<file path="src/pkg/sleep_ctrl_defs.svh">
// Purpose: Constants for the sleep controller and its output timers.
// Assumes: 20 MHz system clock.
// Notes:   Command selectors and unset defaults are local choices.
`ifndef SLEEP_CTRL_DEFS_SVH
`define SLEEP_CTRL_DEFS_SVH

// ----------------------------------------------------------------
// Timing
// ----------------------------------------------------------------
`define CLK_HZ        20000000
`define TICK_MS       1
`define MS_CYCLES     (`CLK_HZ / 1000 * `TICK_MS)
`define PERIOD_UNIT_MS 20'd10
`define HOLD_UNIT_MS  7'd100
`define DISCARD_MS_X2 20'd25
`define PD_MAX        16'h68B0

// ----------------------------------------------------------------
// Command selectors
// ----------------------------------------------------------------
`define SEL_MD        4'h0
`define SEL_OP        4'h1
`define SEL_PD        4'h2
`define SEL_IW        4'h3
`define SEL_STATUS    4'h4
`define SEL_HOLD_BIT  3

// ----------------------------------------------------------------
// Fields and reset values
// ----------------------------------------------------------------
`define OP_NO_POLL    0
`define OP_NO_SAMPLE  1
`define OP_MAX        8'h04
`define MD_RST        8'h00
`define OP_RST        8'h00
`define PD_RST        16'h0064
`define IW_RST        16'h1388
`define HOLD_RST      8'hFF

`endif

</file>
<file path="src/pkg/sleep_ctrl_pkg.sv">
// Purpose: Types for the sleep controller.
// Assumes: Used with sleep_ctrl_defs.svh.
// Notes:   Mode codes are the selector values.
package sleep_ctrl_pkg;

    // Sleep selector decode
    typedef enum logic [2:0] {
        MODE_OFF      = 3'h0,
        MODE_PIN_HIB  = 3'h1,
        MODE_PIN_DOZE = 3'h2,
        MODE_RSVD     = 3'h3,
        MODE_CYC      = 3'h4,
        MODE_CYC_PIN  = 3'h5,
        MODE_COORD    = 3'h6
    } sleep_mode_t;

    // Power state, one-hot
    typedef enum logic [3:0] {
        S_AWAKE  = 4'b0001,
        S_ASLEEP = 4'b0010,
        S_POLL   = 4'b0100,
        S_PINSLP = 4'b1000
    } sleep_state_t;

endpackage : sleep_ctrl_pkg

</file>
<file path="src/rtl/line_hold_timer.sv">
// Purpose: Output timeout for one passed I/O line.
// Assumes: tick_i is a one-cycle 100 ms pulse.
// Notes:   First tick phase is free, so expiry is up to one unit early.
`timescale 1ns/1ns
module line_hold_timer (
    // Clock and reset
    input  wire logic       clk_sys_i,
    input  wire logic       reset_i,
    // Timing and setting
    input  wire logic       tick_i,
    input  wire logic [7:0] limit_i,
    // Line passing
    input  wire logic       update_i,
    input  wire logic       level_i,
    input  wire logic       default_i,
    output logic            line_o
);
    logic       held_reg;
    logic       lvl_reg;
    logic [7:0] cnt_reg;

    // Load on each valid packet, count down, drop back when it runs out
    always_ff @(posedge clk_sys_i) begin
        if (reset_i) begin
            held_reg <= 1'b0;
            lvl_reg  <= 1'b0;
            cnt_reg  <= 8'h00;
        end else if (update_i) begin
            lvl_reg  <= level_i;
            held_reg <= (level_i != default_i);
            cnt_reg  <= limit_i;
        end else if (tick_i && held_reg && cnt_reg != 8'h00) begin
            cnt_reg <= cnt_reg - 8'h01;
            if (cnt_reg == 8'h01) begin
                held_reg <= 1'b0;
            end
        end
    end

    assign line_o = held_reg ? lvl_reg : default_i;
endmodule : line_hold_timer

</file>
<file path="src/rtl/sleep_ctrl.sv">
// Purpose: Sleep mode control, cyclic sleep and idle timers, message
//          discard timer and eight output timeout timers.
// Assumes: Settings arrive as single-cycle configuration commands.
// Notes:   Times run from a shared 1 ms tick.
`timescale 1ns/1ns
`include "sleep_ctrl_defs.svh"

module sleep_ctrl
    import sleep_ctrl_pkg::*;
#(
    parameter int MS_CYCLES = `MS_CYCLES
) (
    // Clock and reset
    input  wire logic        clk_sys_i,
    input  wire logic        reset_i,
    // Configuration commands
    input  wire logic        cfg_valid_i,
    input  wire logic        cfg_write_i,
    input  wire logic [3:0]  cfg_sel_i,
    input  wire logic [15:0] cfg_wdata_i,
    output logic             cfg_ack_o,
    output logic             cfg_err_o,
    output logic [15:0]      cfg_rdata_o,
    // Sleep control
    input  wire logic        activity_i,
    input  wire logic        sleep_pin_i,
    input  wire logic        data_pending_i,
    input  wire logic        poll_done_i,
    input  wire logic        sampling_en_i,
    output logic             sleep_o,
    output logic             poll_req_o,
    output logic             sample_req_o,
    // Indirect messages
    input  wire logic        coord_en_i,
    input  wire logic        msg_held_i,
    input  wire logic        msg_delivered_i,
    output logic             msg_discard_o,
    // Passed I/O lines
    input  wire logic [7:0]  io_update_i,
    input  wire logic [7:0]  io_level_i,
    input  wire logic [7:0]  io_default_i,
    output logic [7:0]       io_line_o
);

    // ----------------------------------------------------------------
    // Settings
    // ----------------------------------------------------------------
    logic [7:0]   md_reg;
    logic [7:0]   op_reg;
    logic [15:0]  pd_reg;
    logic [15:0]  iw_reg;
    logic [7:0]   hold_lim_reg [8];
    sleep_state_t state_reg;
    sleep_state_t state_next;

    // Write decode and range checks; a bad value keeps the old one
    wire wr_cmd   = cfg_valid_i && cfg_write_i;
    wire sel_hold = cfg_sel_i[`SEL_HOLD_BIT];
    wire md_ok    = cfg_wdata_i <= 16'(MODE_COORD)
                    && cfg_wdata_i != 16'(MODE_RSVD);
    wire op_ok    = cfg_wdata_i <= {8'h00, `OP_MAX};
    wire pd_ok    = cfg_wdata_i <= `PD_MAX;
    wire iw_ok    = cfg_wdata_i != 16'h0000;
    wire hold_ok  = cfg_wdata_i[15:8] == 8'h00;

    wire wr_md    = wr_cmd && cfg_sel_i == `SEL_MD && md_ok;
    wire wr_op    = wr_cmd && cfg_sel_i == `SEL_OP && op_ok;
    wire wr_pd    = wr_cmd && cfg_sel_i == `SEL_PD && pd_ok;
    wire wr_iw    = wr_cmd && cfg_sel_i == `SEL_IW && iw_ok;
    wire wr_hold  = wr_cmd && sel_hold && hold_ok;

    wire sel_known = sel_hold || cfg_sel_i <= `SEL_STATUS;
    wire wr_good  = wr_md || wr_op || wr_pd || wr_iw || wr_hold;
    wire cmd_ok   = sel_known && (!cfg_write_i || wr_good);

    // Read mux; status shows the power state
    logic [15:0] rd_mux;
    always_comb begin
        rd_mux = 16'h0000;
        if (sel_hold) begin
            rd_mux = {8'h00, hold_lim_reg[cfg_sel_i[2:0]]};
        end else begin
            case (cfg_sel_i)
                `SEL_MD:     rd_mux = {8'h00, md_reg};
                `SEL_OP:     rd_mux = {8'h00, op_reg};
                `SEL_PD:     rd_mux = pd_reg;
                `SEL_IW:     rd_mux = iw_reg;
                `SEL_STATUS: rd_mux = {12'h000, state_reg};
                default:     rd_mux = 16'h0000;
            endcase
        end
    end

    // Scalar settings; selector comes up as zero, never sleeping
    always_ff @(posedge clk_sys_i) begin
        if (reset_i) begin
            md_reg <= `MD_RST;
            op_reg <= `OP_RST;
            pd_reg <= `PD_RST;
            iw_reg <= `IW_RST;
        end else begin
            if (wr_md) md_reg <= cfg_wdata_i[7:0];
            if (wr_op) op_reg <= cfg_wdata_i[7:0];
            if (wr_pd) pd_reg <= cfg_wdata_i;
            if (wr_iw) iw_reg <= cfg_wdata_i;
        end
    end

    // Command answer, one cycle after the request
    always_ff @(posedge clk_sys_i) begin
        if (reset_i) begin
            cfg_ack_o   <= 1'b0;
            cfg_err_o   <= 1'b0;
            cfg_rdata_o <= 16'h0000;
        end else begin
            cfg_ack_o   <= cfg_valid_i;
            cfg_err_o   <= cfg_valid_i && !cmd_ok;
            if (cfg_valid_i) cfg_rdata_o <= rd_mux;
        end
    end

    // ----------------------------------------------------------------
    // Time base
    // ----------------------------------------------------------------
    logic [14:0] ms_cnt_reg;
    logic [6:0]  hund_cnt_reg;

    wire ms_tick   = ms_cnt_reg == 15'(MS_CYCLES - 1);
    wire hund_tick = ms_tick && hund_cnt_reg == `HOLD_UNIT_MS - 7'd1;

    // One prescaler feeds every timer, so units share a phase
    always_ff @(posedge clk_sys_i) begin
        if (reset_i) begin
            ms_cnt_reg   <= 15'h0000;
            hund_cnt_reg <= 7'h00;
        end else begin
            ms_cnt_reg <= ms_tick ? 15'h0000 : ms_cnt_reg + 15'h0001;
            if (hund_tick) hund_cnt_reg <= 7'h00;
            else if (ms_tick) hund_cnt_reg <= hund_cnt_reg + 7'h01;
        end
    end

    // ----------------------------------------------------------------
    // Sleep sequencing
    // ----------------------------------------------------------------
    sleep_mode_t mode;
    assign mode = sleep_mode_t'(md_reg[2:0]);
    wire pin_mode = mode == MODE_PIN_HIB || mode == MODE_PIN_DOZE;
    wire cyc45    = mode == MODE_CYC || mode == MODE_CYC_PIN;
    wire coord    = coord_en_i || mode == MODE_COORD;

    logic [16:0] idle_cnt_reg;
    logic [19:0] per_cnt_reg;

    // Idle load is one more than the setting so the wait is never short
    wire [16:0] idle_load = {1'b0, iw_reg} + 17'h00001;
    wire [19:0] per_load  = 20'(pd_reg) * `PERIOD_UNIT_MS;
    wire idle_exp = cyc45 && ms_tick && idle_cnt_reg == 17'h00001
                    && !activity_i;
    wire per_exp  = per_cnt_reg == 20'h00000;
    wire pin_wake = mode == MODE_CYC_PIN && !sleep_pin_i;

    // Next state
    always_comb begin
        state_next = state_reg;
        case (state_reg)
            S_AWAKE: begin
                if (pin_mode && sleep_pin_i) state_next = S_PINSLP;
                else if (idle_exp) state_next = S_ASLEEP;
            end
            S_PINSLP: begin
                if (!pin_mode || !sleep_pin_i) state_next = S_AWAKE;
            end
            S_ASLEEP: begin
                if (!cyc45 || pin_wake) state_next = S_AWAKE;
                else if (per_exp) state_next = S_POLL;
            end
            S_POLL: begin
                if (!cyc45 || op_reg[`OP_NO_POLL]) state_next = S_AWAKE;
                else if (poll_done_i) begin
                    state_next = data_pending_i ? S_AWAKE : S_ASLEEP;
                end
            end
            default: state_next = S_AWAKE;
        endcase
    end

    wire enter_poll  = state_next == S_POLL && state_reg != S_POLL;
    wire enter_sleep = state_next == S_ASLEEP && state_reg != S_ASLEEP;
    wire wake_ev     = (state_reg == S_ASLEEP && state_next != S_ASLEEP)
                       || (state_reg == S_PINSLP && state_next != S_PINSLP);

    // State and wake pulses
    always_ff @(posedge clk_sys_i) begin
        if (reset_i) begin
            state_reg    <= S_AWAKE;
            poll_req_o   <= 1'b0;
            sample_req_o <= 1'b0;
        end else begin
            state_reg    <= state_next;
            poll_req_o   <= enter_poll && !op_reg[`OP_NO_POLL];
            sample_req_o <= wake_ev && sampling_en_i
                            && !op_reg[`OP_NO_SAMPLE];
        end
    end

    assign sleep_o = state_reg == S_ASLEEP || state_reg == S_PINSLP;

    // Idle and sleep period counters; traffic reloads the idle wait
    always_ff @(posedge clk_sys_i) begin
        if (reset_i) begin
            idle_cnt_reg <= {1'b0, `IW_RST} + 17'h00001;
            per_cnt_reg  <= 20'h00000;
        end else begin
            if (activity_i || state_reg != S_AWAKE) idle_cnt_reg <= idle_load;
            else if (ms_tick && idle_cnt_reg > 17'h00001)
                idle_cnt_reg <= idle_cnt_reg - 17'h00001;
            if (enter_sleep) per_cnt_reg <= per_load;
            else if (ms_tick && !per_exp) per_cnt_reg <= per_cnt_reg - 20'h00001;
        end
    end

    // ----------------------------------------------------------------
    // Indirect message discard
    // ----------------------------------------------------------------
    // One message is timed at a time; a new one restarts the wait
    logic [19:0] disc_cnt_reg;

    wire        disc_on   = coord && pd_reg != 16'h0000;
    wire [19:0] disc_load = 20'(pd_reg) * `DISCARD_MS_X2;
    wire        disc_exp  = disc_on && ms_tick && disc_cnt_reg == 20'h00001;

    always_ff @(posedge clk_sys_i) begin
        if (reset_i) begin
            disc_cnt_reg  <= 20'h00000;
            msg_discard_o <= 1'b0;
        end else begin
            msg_discard_o <= disc_exp;
            if (!disc_on) disc_cnt_reg <= 20'h00000;
            else if (msg_held_i) disc_cnt_reg <= disc_load;
            else if (msg_delivered_i) disc_cnt_reg <= 20'h00000;
            else if (ms_tick && disc_cnt_reg != 20'h00000)
                disc_cnt_reg <= disc_cnt_reg - 20'h00001;
        end
    end

    // ----------------------------------------------------------------
    // Output timeout per passed line
    // ----------------------------------------------------------------
    for (genvar i = 0; i < 8; i++) begin : g_line
        always_ff @(posedge clk_sys_i) begin
            if (reset_i) hold_lim_reg[i] <= `HOLD_RST;
            else if (wr_hold && cfg_sel_i[2:0] == 3'(i))
                hold_lim_reg[i] <= cfg_wdata_i[7:0];
        end

        line_hold_timer u_hold (
            .clk_sys_i (clk_sys_i),
            .reset_i   (reset_i),
            .tick_i    (hund_tick),
            .limit_i   (hold_lim_reg[i]),
            .update_i  (io_update_i[i]),
            .level_i   (io_level_i[i]),
            .default_i (io_default_i[i]),
            .line_o    (io_line_o[i])
        );
    end
endmodule : sleep_ctrl

</file>
<file path="config.mk">
export PLATFORM = sky130hd
export DESIGN_NAME = sleep_ctrl
export DESIGN_NICKNAME = d
export VERILOG_FILES = /design/src/pkg/sleep_ctrl_pkg.sv /design/src/rtl/line_hold_timer.sv /design/src/rtl/sleep_ctrl.sv
export VERILOG_INCLUDE_DIRS = /design/src /design/src/pkg
export SDC_FILE = /design/constraint.sdc
export NUM_CORES = 1
export LEC_CHECK = 0
export ABC_CLOCK_PERIOD_IN_PS = 4900
export BUFFER_PORTS_ARGS = -buffer_cell sky130_fd_sc_hd__buf_2
export CAP_MARGIN = 20
export CORE_ASPECT_RATIO = 1.2
export CORE_MARGIN = 3
export CORE_UTILIZATION = 34
export DETAILED_ROUTE_END_ITERATION = 6
export SYNTH_ARGS = -nofsm -noshare
export SYNTH_HDL_FRONTEND = slang
export SYNTH_SLANG_ARGS = --single-unit
</file>
<file path="constraint.sdc">
create_clock -name clk_sys_i -period 4.9 [get_ports clk_sys_i]
set_input_delay 1.47 -clock clk_sys_i [delete_from_list [all_inputs] [get_ports clk_sys_i]]
set_output_delay 1.47 -clock clk_sys_i [all_outputs]
set_load 0.01 [all_outputs]
</file>
Word level (Yosys, flattened, before mapping)
Memory sizes are Yosys's and may differ from the RTL's.
Cells that the tools add are included.
{"block": "totals", "in_bits": 56, "regBits": 232, "word_cells": 347, "ram_bits": 64, "out_inout_bits": 30, "latchBits": 0, "memories": 1, "rom_bits": 0}
{"block": "op_classes", "muxes": 100, "div_mod_pow": 0, "bitwise": 9, "add_sub_neg": 14, "n_eq_ne": 48, "reduce_logical": 127, "shifts": 0, "mul": 2, "order_cmp": 5}
{"name": "hold_lim_reg", "depth": 8, "word_bits": 8, "read_ports": 9, "rd_clocked_by_memory_dff": 0, "wr": 8, "line_no": "sleep_ctrl.sv:52", "source": "logic [7:0] hold_lim_reg [8];"}
{"op": "two-way mux 8 bit", "n": 24}
{"op": "two-way mux 20 bit", "n": 5}
{"op": "case mux 16 bit (5 select lines)", "n": 1}
{"op": "== test 8 x 1 -> 1 bit (second input constant)", "n": 8}
{"op": "nonzero test 8 bit", "n": 8}
{"op": "subtractor 8 x 1 -> 8 bit (second input constant)", "n": 8}
{"op": "two-way mux 1 bit", "n": 58}
{"op": "logical AND 1 bit", "n": 57}
{"op": "subtractor 20 x 1 -> 20 bit (second input constant)", "n": 2}
{"op": "nonzero test 2 bit", "n": 18}
{"op": "two-way mux 17 bit", "n": 2}
{"op": "<= comparator 16 x 3 -> 1 bit (second input constant)", "n": 2}
{"op": "nonzero test 16 bit", "n": 2}
{"op": "two-way mux 4 bit", "n": 7}
{"op": "== test 3 bit (second input constant)", "n": 7}
{"op": "== test 20 x 1 -> 1 bit (second input constant)", "n": 1}
{"op": "logical NOT 20 bit", "n": 1}
{"op": "multiplier 16 x 5 -> 20 bit (second input constant)", "n": 1}
{"op": "nonzero test 20 bit", "n": 1}
{"op": "multiplier 16 x 3 -> 19 bit (second input constant)", "n": 1}
{"op": "adder 16 x 1 -> 17 bit (second input constant)", "n": 1}
{"op": "== test 17 x 1 -> 1 bit (second input constant)", "n": 1}
{"op": "> comparator 17 x 1 -> 1 bit (second input constant)", "n": 1}
{"op": "subtractor 17 x 1 -> 17 bit (second input constant)", "n": 1}
{"op": "other kinds (31)", "n": 87}

Depth between registers and ports, before layout
Gate-level depths: netlist of the first run.
{"block": "depth", "word_depth": 13, "depth_mapped": 14, "depth_no_buf": 14}

Hierarchy
A second synthesis of the first run with hierarchy kept.
{"block": "hier_totals", "hier_cells": 2001, "hier_area_um2": 18153.7}
{"mod": "sleep_ctrl", "seq_area_each_um2": 4964.8, "area_each_um2": 12988.7, "instances": 1, "cells_each": 1409}
{"mod": "line_hold_timer", "seq_area_each_um2": 200.2, "area_each_um2": 645.6, "instances": 8, "cells_each": 74}

Worst setup path after synthesis of the first run
Ideal clock, no wire load.
{"block": "synth_path", "path_type": "reg-to-reg", "from": "register pd_reg[3]", "to": "register disc_cnt_reg[18]", "n_path_buf": 0, "required_ps": 4768, "arrival_time_ps": 3595, "setup_ps": 132, "setup_slack_ps": 1173, "stages_incl_launch_ff": 15, "period_less_slack_ps": 3727, "path_cell_list": "dfxtp_1 -> inv_1 -> ha_1 -> ha_1 -> inv_1 -> fa_1 -> inv_1 -> ha_1 -> a211o_1 -> a211oi_1 -> or2_2 -> a21oi_1 -> a221o_1 -> a2111oi_0 -> o22ai_1"}
{"block": "synth_between", "elab_chain_cells": 4, "word_cells_on_any_way": 6, "cone_classes": "1 x mul; 1 x mux; 1 x bitwise; 3 x reduce/logical"}
{"item": "start: declaration", "line_no": "sleep_ctrl.sv:50", "source": "logic [15:0] pd_reg;"}
{"item": "start signal: assignment", "line_no": "sleep_ctrl.sv:99", "source": "pd_reg <= `PD_RST;"}
{"item": "start signal: assignment", "line_no": "sleep_ctrl.sv:104", "source": "if (wr_pd) pd_reg <= cfg_wdata_i;"}
{"item": "branches (longest 4 deep; another with multiplier 16 x 5 -> 20 bit)"}
{"item": "end signal: assignment", "line_no": "sleep_ctrl.sv:240", "source": "else if (msg_held_i) disc_cnt_reg <= disc_load;"}
{"item": "end signal: assignment", "line_no": "sleep_ctrl.sv:243", "source": "disc_cnt_reg <= disc_cnt_reg - 20'h00001;"}
{"item": "end: declaration", "line_no": "sleep_ctrl.sv:227", "source": "logic [19:0] disc_cnt_reg;"}
Parallel ways; which one is timed is not known.
A chain may end at the register's enable or synchronous reset.

Worst setup path in the final report of the first run
Ends and elaborated chain as after synthesis.

==> results.yml, run 1 <==
timing:
  slew_headroom_pct: 28.5
  finalCriticalPeriod_ns: 4.11
  fmax_mhz: 243
  rsz0062_at_grt: "no"
  worstMarginPinSlew_ns: 1.06
  finalHoldViolations: 0
  slew_violations: 0
  hold_ws_ns: 0.462
  setup_tns_ns: 0
  timing.final.crit_share_pct: 83.8
  fin_skew_ns: 0.0142
  setup_viol: 0
clock_tree:
  cts_tree: "done"
  clock_latency_ns: 0.56
  post_cts_buffers: 0
  clkSlewWorstSetupHoldPaths_ns: 0.06
  cts_root_buf: "clkbuf_16"
  hold_buffers: 0
  cts_made_buffers: 35
  clock_sinks: 296
  clockBufferDepth: 3
  htree_levels: 2
  cts_resized: 0
floorplan:
  die_w_um: 213
  die-area_um2: 54400
  start_util_pct: 34.6
  core_area_um2: 50700
  rows: 90
  fp.dieH_um: 255
  io_pins: 86
power:
  power.leakage_nw: 7.66
  power_mw: 5.83
  power_density_nw_per_um2: 295
  irDropWorstVdd_mv: 0.212
grt:
  overflow: 0
  grt_antenna_before_repair: 2
  track_usage_pct: 17.8
  grt_max_degree: 56
  grt_pass1_vias: 13800
  grt_pass1_wl_um: 76600
logic_synthesis:
  netlist_instances: 1915
  synth-seq-cells: 296
  synth_edf_count: 64
  ys_top_cells_by_area: "dfxtp_1, edfxtp_1, ha_1, nor2_1, xnor2_1"
  synth_seq_area_share_pct: 37.4
  syn_avg_cell_area_um2: 9.16
  netlist.area_leader.share_pct: 26.5
  netlist_area_um2: 17500
  synth-warning-count: 0
  yosysMostFrequentCell: "nor2_1"
  syn_nets: 2101
  yosys.area.top_type: "dfxtp_1"
  synth_ff_type: "dfxtp_1"
  synth.distinct_cells: 77
  async_flop_share_pct: 0
  synthTopCellsByCount: "nor2_1, dfxtp_1, ha_1, inv_1, nand2_1"
finish:
  fin_nets: 2156
  fin_area_um2: 19800
  fin_util_pct: 39.1
  nFillCells: 4987
  area_delta_synth_final_pct: 12.8
  drive_above_1_share_pct: 11.9
drt:
  vias: 14300
  wire_per_inst_um: 18.6
  drtPass1Iterations: 5
  drc_errors: 0
  viasPerCell: 5.40
  first_iter_violations: 892
  drt_wl_total_um: 49000
  antenna_left: 0
setup_path:
  worst_ep_required_time_ns: 5.32
  critPathLaunchType: "flop"
  cp.arrival_ns: 4.52
  crit_path_max_fanout: 8
  cp-end-kind: "flop"
  crit_type: "flop to flop"
placed_design:
  hpwl_um: 36300
  dpl_cell_area_um2: 18600
  place.gp.congestion: 0.894
  portBuffers: 85
min_path:
  min_path_type: "flop to flop"
run:
  drv_cap: 0
run_status:
  status: "completed"
power by group:
part / total, mW / internal (mW) / switching (mW)
clock: 2.68 / 1.56 / 1.11
sequential: 2.66 / 2.57 / 0.0818
combinational: 0.498 / 0.195 / 0.303
total: 5.83 / 4.33 / 1.50
through the flow:
step | worst slack, ns | instances
after floorplan | 1.17 | 1915
after global placement | 0.859 | 2575
after detailed placement | 0.807 | 2575
after CTS | 0.825 | 2638
after global routing | 0.488 | 2641
final | 0.792 | 2641
critical path, stage by stage (launching register included):
cell and delay [ns]:
dfxtp_1 0.52, inv_1 0.08, ha_1 0.30, ha_1 0.28
inv_1 0.05, fa_1 0.49, inv_1 0.04, ha_1 0.34
a211o_1 0.35, a211oi_1 0.27, or2_2 0.17, a21oi_1 0.08
a221o_1 0.38, a2111oi_0 0.47, o22ai_1 0.15
layout make-up:
class / count / area [um2] / area share (%)
inverter: 108 / 405 / 2.05
clock buffer: 43 / 916 / 4.63
multi-input combinational: 1414 / 10200 / 51.5
tap: 644 / 806 / 4.07
antenna: 1 / 2.50 / 0.0126
sequential: 296 / 6570 / 33.2
timing repair buffer: 115 / 661 / 3.34
clock inverter: 20 / 246 / 1.25
logic make-up (layout without fill, tap and decap cells):
logic type | count (synthesis) | in the layout | synth area share, %
mux | 101 | 101 | 7.32
xor+xnor | 153 | 153 | 7.64
other cells | 0 | 1 | 0
buf+inv | 205 | 286 | 4.59
fa+ha+maj | 130 | 130 | 9.78
flops | 296 | 296 | 37.4
simple gates | 699 | 699 | 19.9
compound gates | 331 | 331 | 13.3
placed cells by master, fill, tap and decap left out, drive strengths merged, types with 67 or more instances in the layout:
cell type	netlist	layout
inv	104	107
nor2	268	268
nand2	100	100
or3	82	82
dfxtp	232	232
a21oi	85	85
xnor2	86	86
ha	118	118
buf	22	114
xor2	67	67
per-layer routing:
layer  track usage, %  vias to the layer above  part of all wire [%]
met2             30.2                      364                    48
met1             22.7                     6824                    44
met4             7.86                        2                   3.8
met3             2.39                      102                   4.6
li1                 -                     6966                     -
met5                0                        -                 0.027
path summary, 6_finish.rpt:
kind	startpoint	to	slack (ns)	cells after the start
min	md_reg[6]	md_reg[6]	0.46	1
max	pd_reg[3]	disc_cnt_reg[18]	0.79	14
max reg2reg	pd_reg[3]	disc_cnt_reg[18]	0.79	14
min reg2reg	md_reg[6]	md_reg[6]	0.46	1
Note: power is estimated with default switching activity, not from simulation.
==> run 2, diff against run 1 <==
--- a/config.mk
+++ b/config.mk
@@ -6,7 +6,8 @@
 export SDC_FILE = /design/constraint.sdc
 export NUM_CORES = 1
 export LEC_CHECK = 0
-export ABC_CLOCK_PERIOD_IN_PS = 4900
+export ABC_AREA = 1
+export ABC_CLOCK_PERIOD_IN_PS = 4100
 export BUFFER_PORTS_ARGS = -buffer_cell sky130_fd_sc_hd__buf_2
 export CAP_MARGIN = 20
 export CORE_ASPECT_RATIO = 1.2
==> constraint.sdc (replaced) <==
create_clock -name clk_sys_i -period 4.1 [get_ports clk_sys_i]
set_input_delay 1.23 -clock clk_sys_i [delete_from_list [all_inputs] [get_ports clk_sys_i]]
set_output_delay 1.23 -clock clk_sys_i [all_outputs]
set_load 0.01 [all_outputs]
==> results.yml, run 2 <==
run_status:
  status: "completed"
run:
  drv_cap: 0
power:
  irDropWorstVdd_mv: 0.278
  power.leakage_nw: 9.66
  power_density_nw_per_um2: 338
logic_synthesis:
  syn_nets: 2907
  netlist.area_leader.share_pct: 24.3
  synth_edf_count: 64
  syn_avg_cell_area_um2: 7.04
  synth_ff_type: "dfxtp_1"
  async_flop_share_pct: 0
  netlist_area_um2: 19100
  yosys.area.top_type: "dfxtp_1"
  synth_seq_area_share_pct: 34.3
  ys_top_cells_by_area: "dfxtp_1, nand2_1, edfxtp_1, ha_1, inv_1"
  yosysMostFrequentCell: "nand2_1"
  synth-seq-cells: 296
  netlist_instances: 2721
  synthTopCellsByCount: "nand2_1, inv_1, nor2_1, dfxtp_1, nand3_1"
  synth-warning-count: 0
  synth.distinct_cells: 55
setup_path:
  crit_type: "flop to flop"
  cp-end-kind: "flop"
  crit_start: "pd_reg[4]"
  critPathLaunchType: "flop"
  cp.arrival_ns: 3.77
  rr_endpoint: "disc_cnt_reg[13]"
  ff2ff_path_depth: 16
  r2r_start: "pd_reg[4]"
  reg2reg_slack_ns: 0.82
  crit_path_max_fanout: 6
  worst_ep_required_time_ns: 4.60
drt:
  wire_per_inst_um: 16.3
  first_iter_violations: 1211
  drc_errors: 0
  vias: 18000
  viasPerCell: 5.10
  antenna_left: 0
  drtPass1Iterations: 6
  drt_wl_total_um: 57700
finish:
  fin_util_pct: 38.8
  fin_nets: 2970
  ff_latch_area_um2: 6570
  multi_input_area_um2: 10900
  drive_above_1_share_pct: 9.28
  fin_area_um2: 21500
  area_delta_synth_final_pct: 12.1
  layout_commonest_cell: "nand2_1"
  instances_no_fill: 3538
  nFillCells: 5913
  mostFrequentLayoutCells: "nand2_1, inv_1, nor2_1"
clock_tree:
  cts_root_buf: "clkbuf_16"
  post_cts_buffers: 0
  clock_latency_ns: 0.56
  cts_tree: "done"
  clockBufferDepth: 3
  clkSlewWorstSetupHoldPaths_ns: 0.06
  htree_levels: 2
  clock_sinks: 296
  cts_made_buffers: 37
  cts_resized: 0
  hold_buffers: 0
min_path:
  min_path_type: "flop to flop"
  min_path_cells: 2
  whs_endpoint: "op_reg[4]"
  hp-start: "op_reg[4]"
floorplan:
  die-area_um2: 59200
  start_util_pct: 34.6
  rows: 94
  fp.dieH_um: 266
  core_area_um2: 55300
  io_pins: 86
  die_w_um: 223
grt:
  grt_pass1_wl_um: 90900
  grt_antenna_before_repair: 13
  grt_max_degree: 99
  track_usage_pct: 19.0
  grt_pass1_vias: 16900
  overflow: 0
placed_design:
  dp_cells: 3465
  place.gp.congestion: 0.934
  hpwl_um: 43500
  portBuffers: 85
  dpl_cell_area_um2: 20300
timing:
  rsz0062_at_grt: "no"
  fmax_mhz: 305
  finalCriticalPeriod_ns: 3.28
  worstMarginPinSlew_ns: 0.683
  slew_violations: 0
  setup_viol: 0
  finalHoldViolations: 0
  slew_headroom_pct: 54.1
  setup_tns_ns: 0
  timing.final.crit_share_pct: 79.9
  fin_skew_ns: 0.0195
-- run 2: changes by cell type in the layout (fill, tap and decap cells not counted), sizes merged, moves of 58 or more --
cell and delta:
nand2 +553, inv +223, nand3 +164, o21ai +138, a21oi +114, or3 -82
xnor2 -67, mux2i -59, a211oi -58
-- run 2: kinds of logic (layout without fill, tap and decap cells) --
group                    Yosys count  count (layout)  share of synthesized area [%]
flip-flops                       296             296                           34.3
AND/OR/NAND/NOR                 1289            1289                           29.8
adder cells (fa/ha/maj)          130             130                           8.97
buffers and inverters            424             515                           8.91
AO/OA/AOI/OAI                    507             507                           14.5
other                              0               6                              0
multiplexers                       6               6                          0.333
XOR/XNOR                          69              69                           3.16
-- run 2: report_power, final --
part	switching, mW	internal (mW)
Combinational	0.542	0.291
Clock	1.35	1.86
Sequential	0.113	3.09
-- run 2: area by class of cell --
type                    instances  area share (%)
clock buffers                  47            4.83
flip-flops and latches        296            30.6
multi-input cells            2001            50.7
repair buffers                114            3.07
inverters                     334            5.85
clock inverters                20           0.688
diodes                          6          0.0700
well taps                     720            4.20
-- run 2: worst max-delay path by stage --
| stage | end | depth (start not counted) |
|---|---|---|
| floorplan | hold_lim_reg[0][0] | 7 |
| global placement | pd_reg[10] | 10 |
| detailed placement | hold_lim_reg[4][0] | 9 |
| CTS | disc_cnt_reg[14] | 18 |
| global route | disc_cnt_reg[14] | 18 |
| finish | disc_cnt_reg[13] | 16 |
-- run 2: stage by stage --
stage	power (mW)	worst slack [ns]	hold WS, ns
after floorplan	3.84	1.05	0.418
after global placement	4.09	0.893	0.430
after detailed placement	4.09	0.836	0.435
after CTS	7.34	0.850	0.444
after global routing	7.58	0.501	0.455
final	7.25	0.823	0.444
-- run 2: critical path, cell delays in order, from the launching register on --
cell	delay [ns]
dfxtp_1	0.54
inv_1	0.14
ha_1	0.32
ha_1	0.28
inv_1	0.05
fa_1	0.50
inv_1	0.06
ha_1	0.36
a21oi_1	0.21
inv_1	0.06
nand2_1	0.08
nand3_1	0.15
nand2_1	0.15
nand2_1	0.06
nand2_1	0.06
nand3_1	0.08
a21oi_1	0.12
-- run 2: per-layer routing --
| metal | wire [um] | global-route usage [%] |
|---|---|---|
| met5 | 54 | 0 |
| met1 | 24300 | 23.5 |
| met4 | 2340 | 7.98 |
| met3 | 3750 | 3.87 |
| met2 | 27300 | 32.5 |
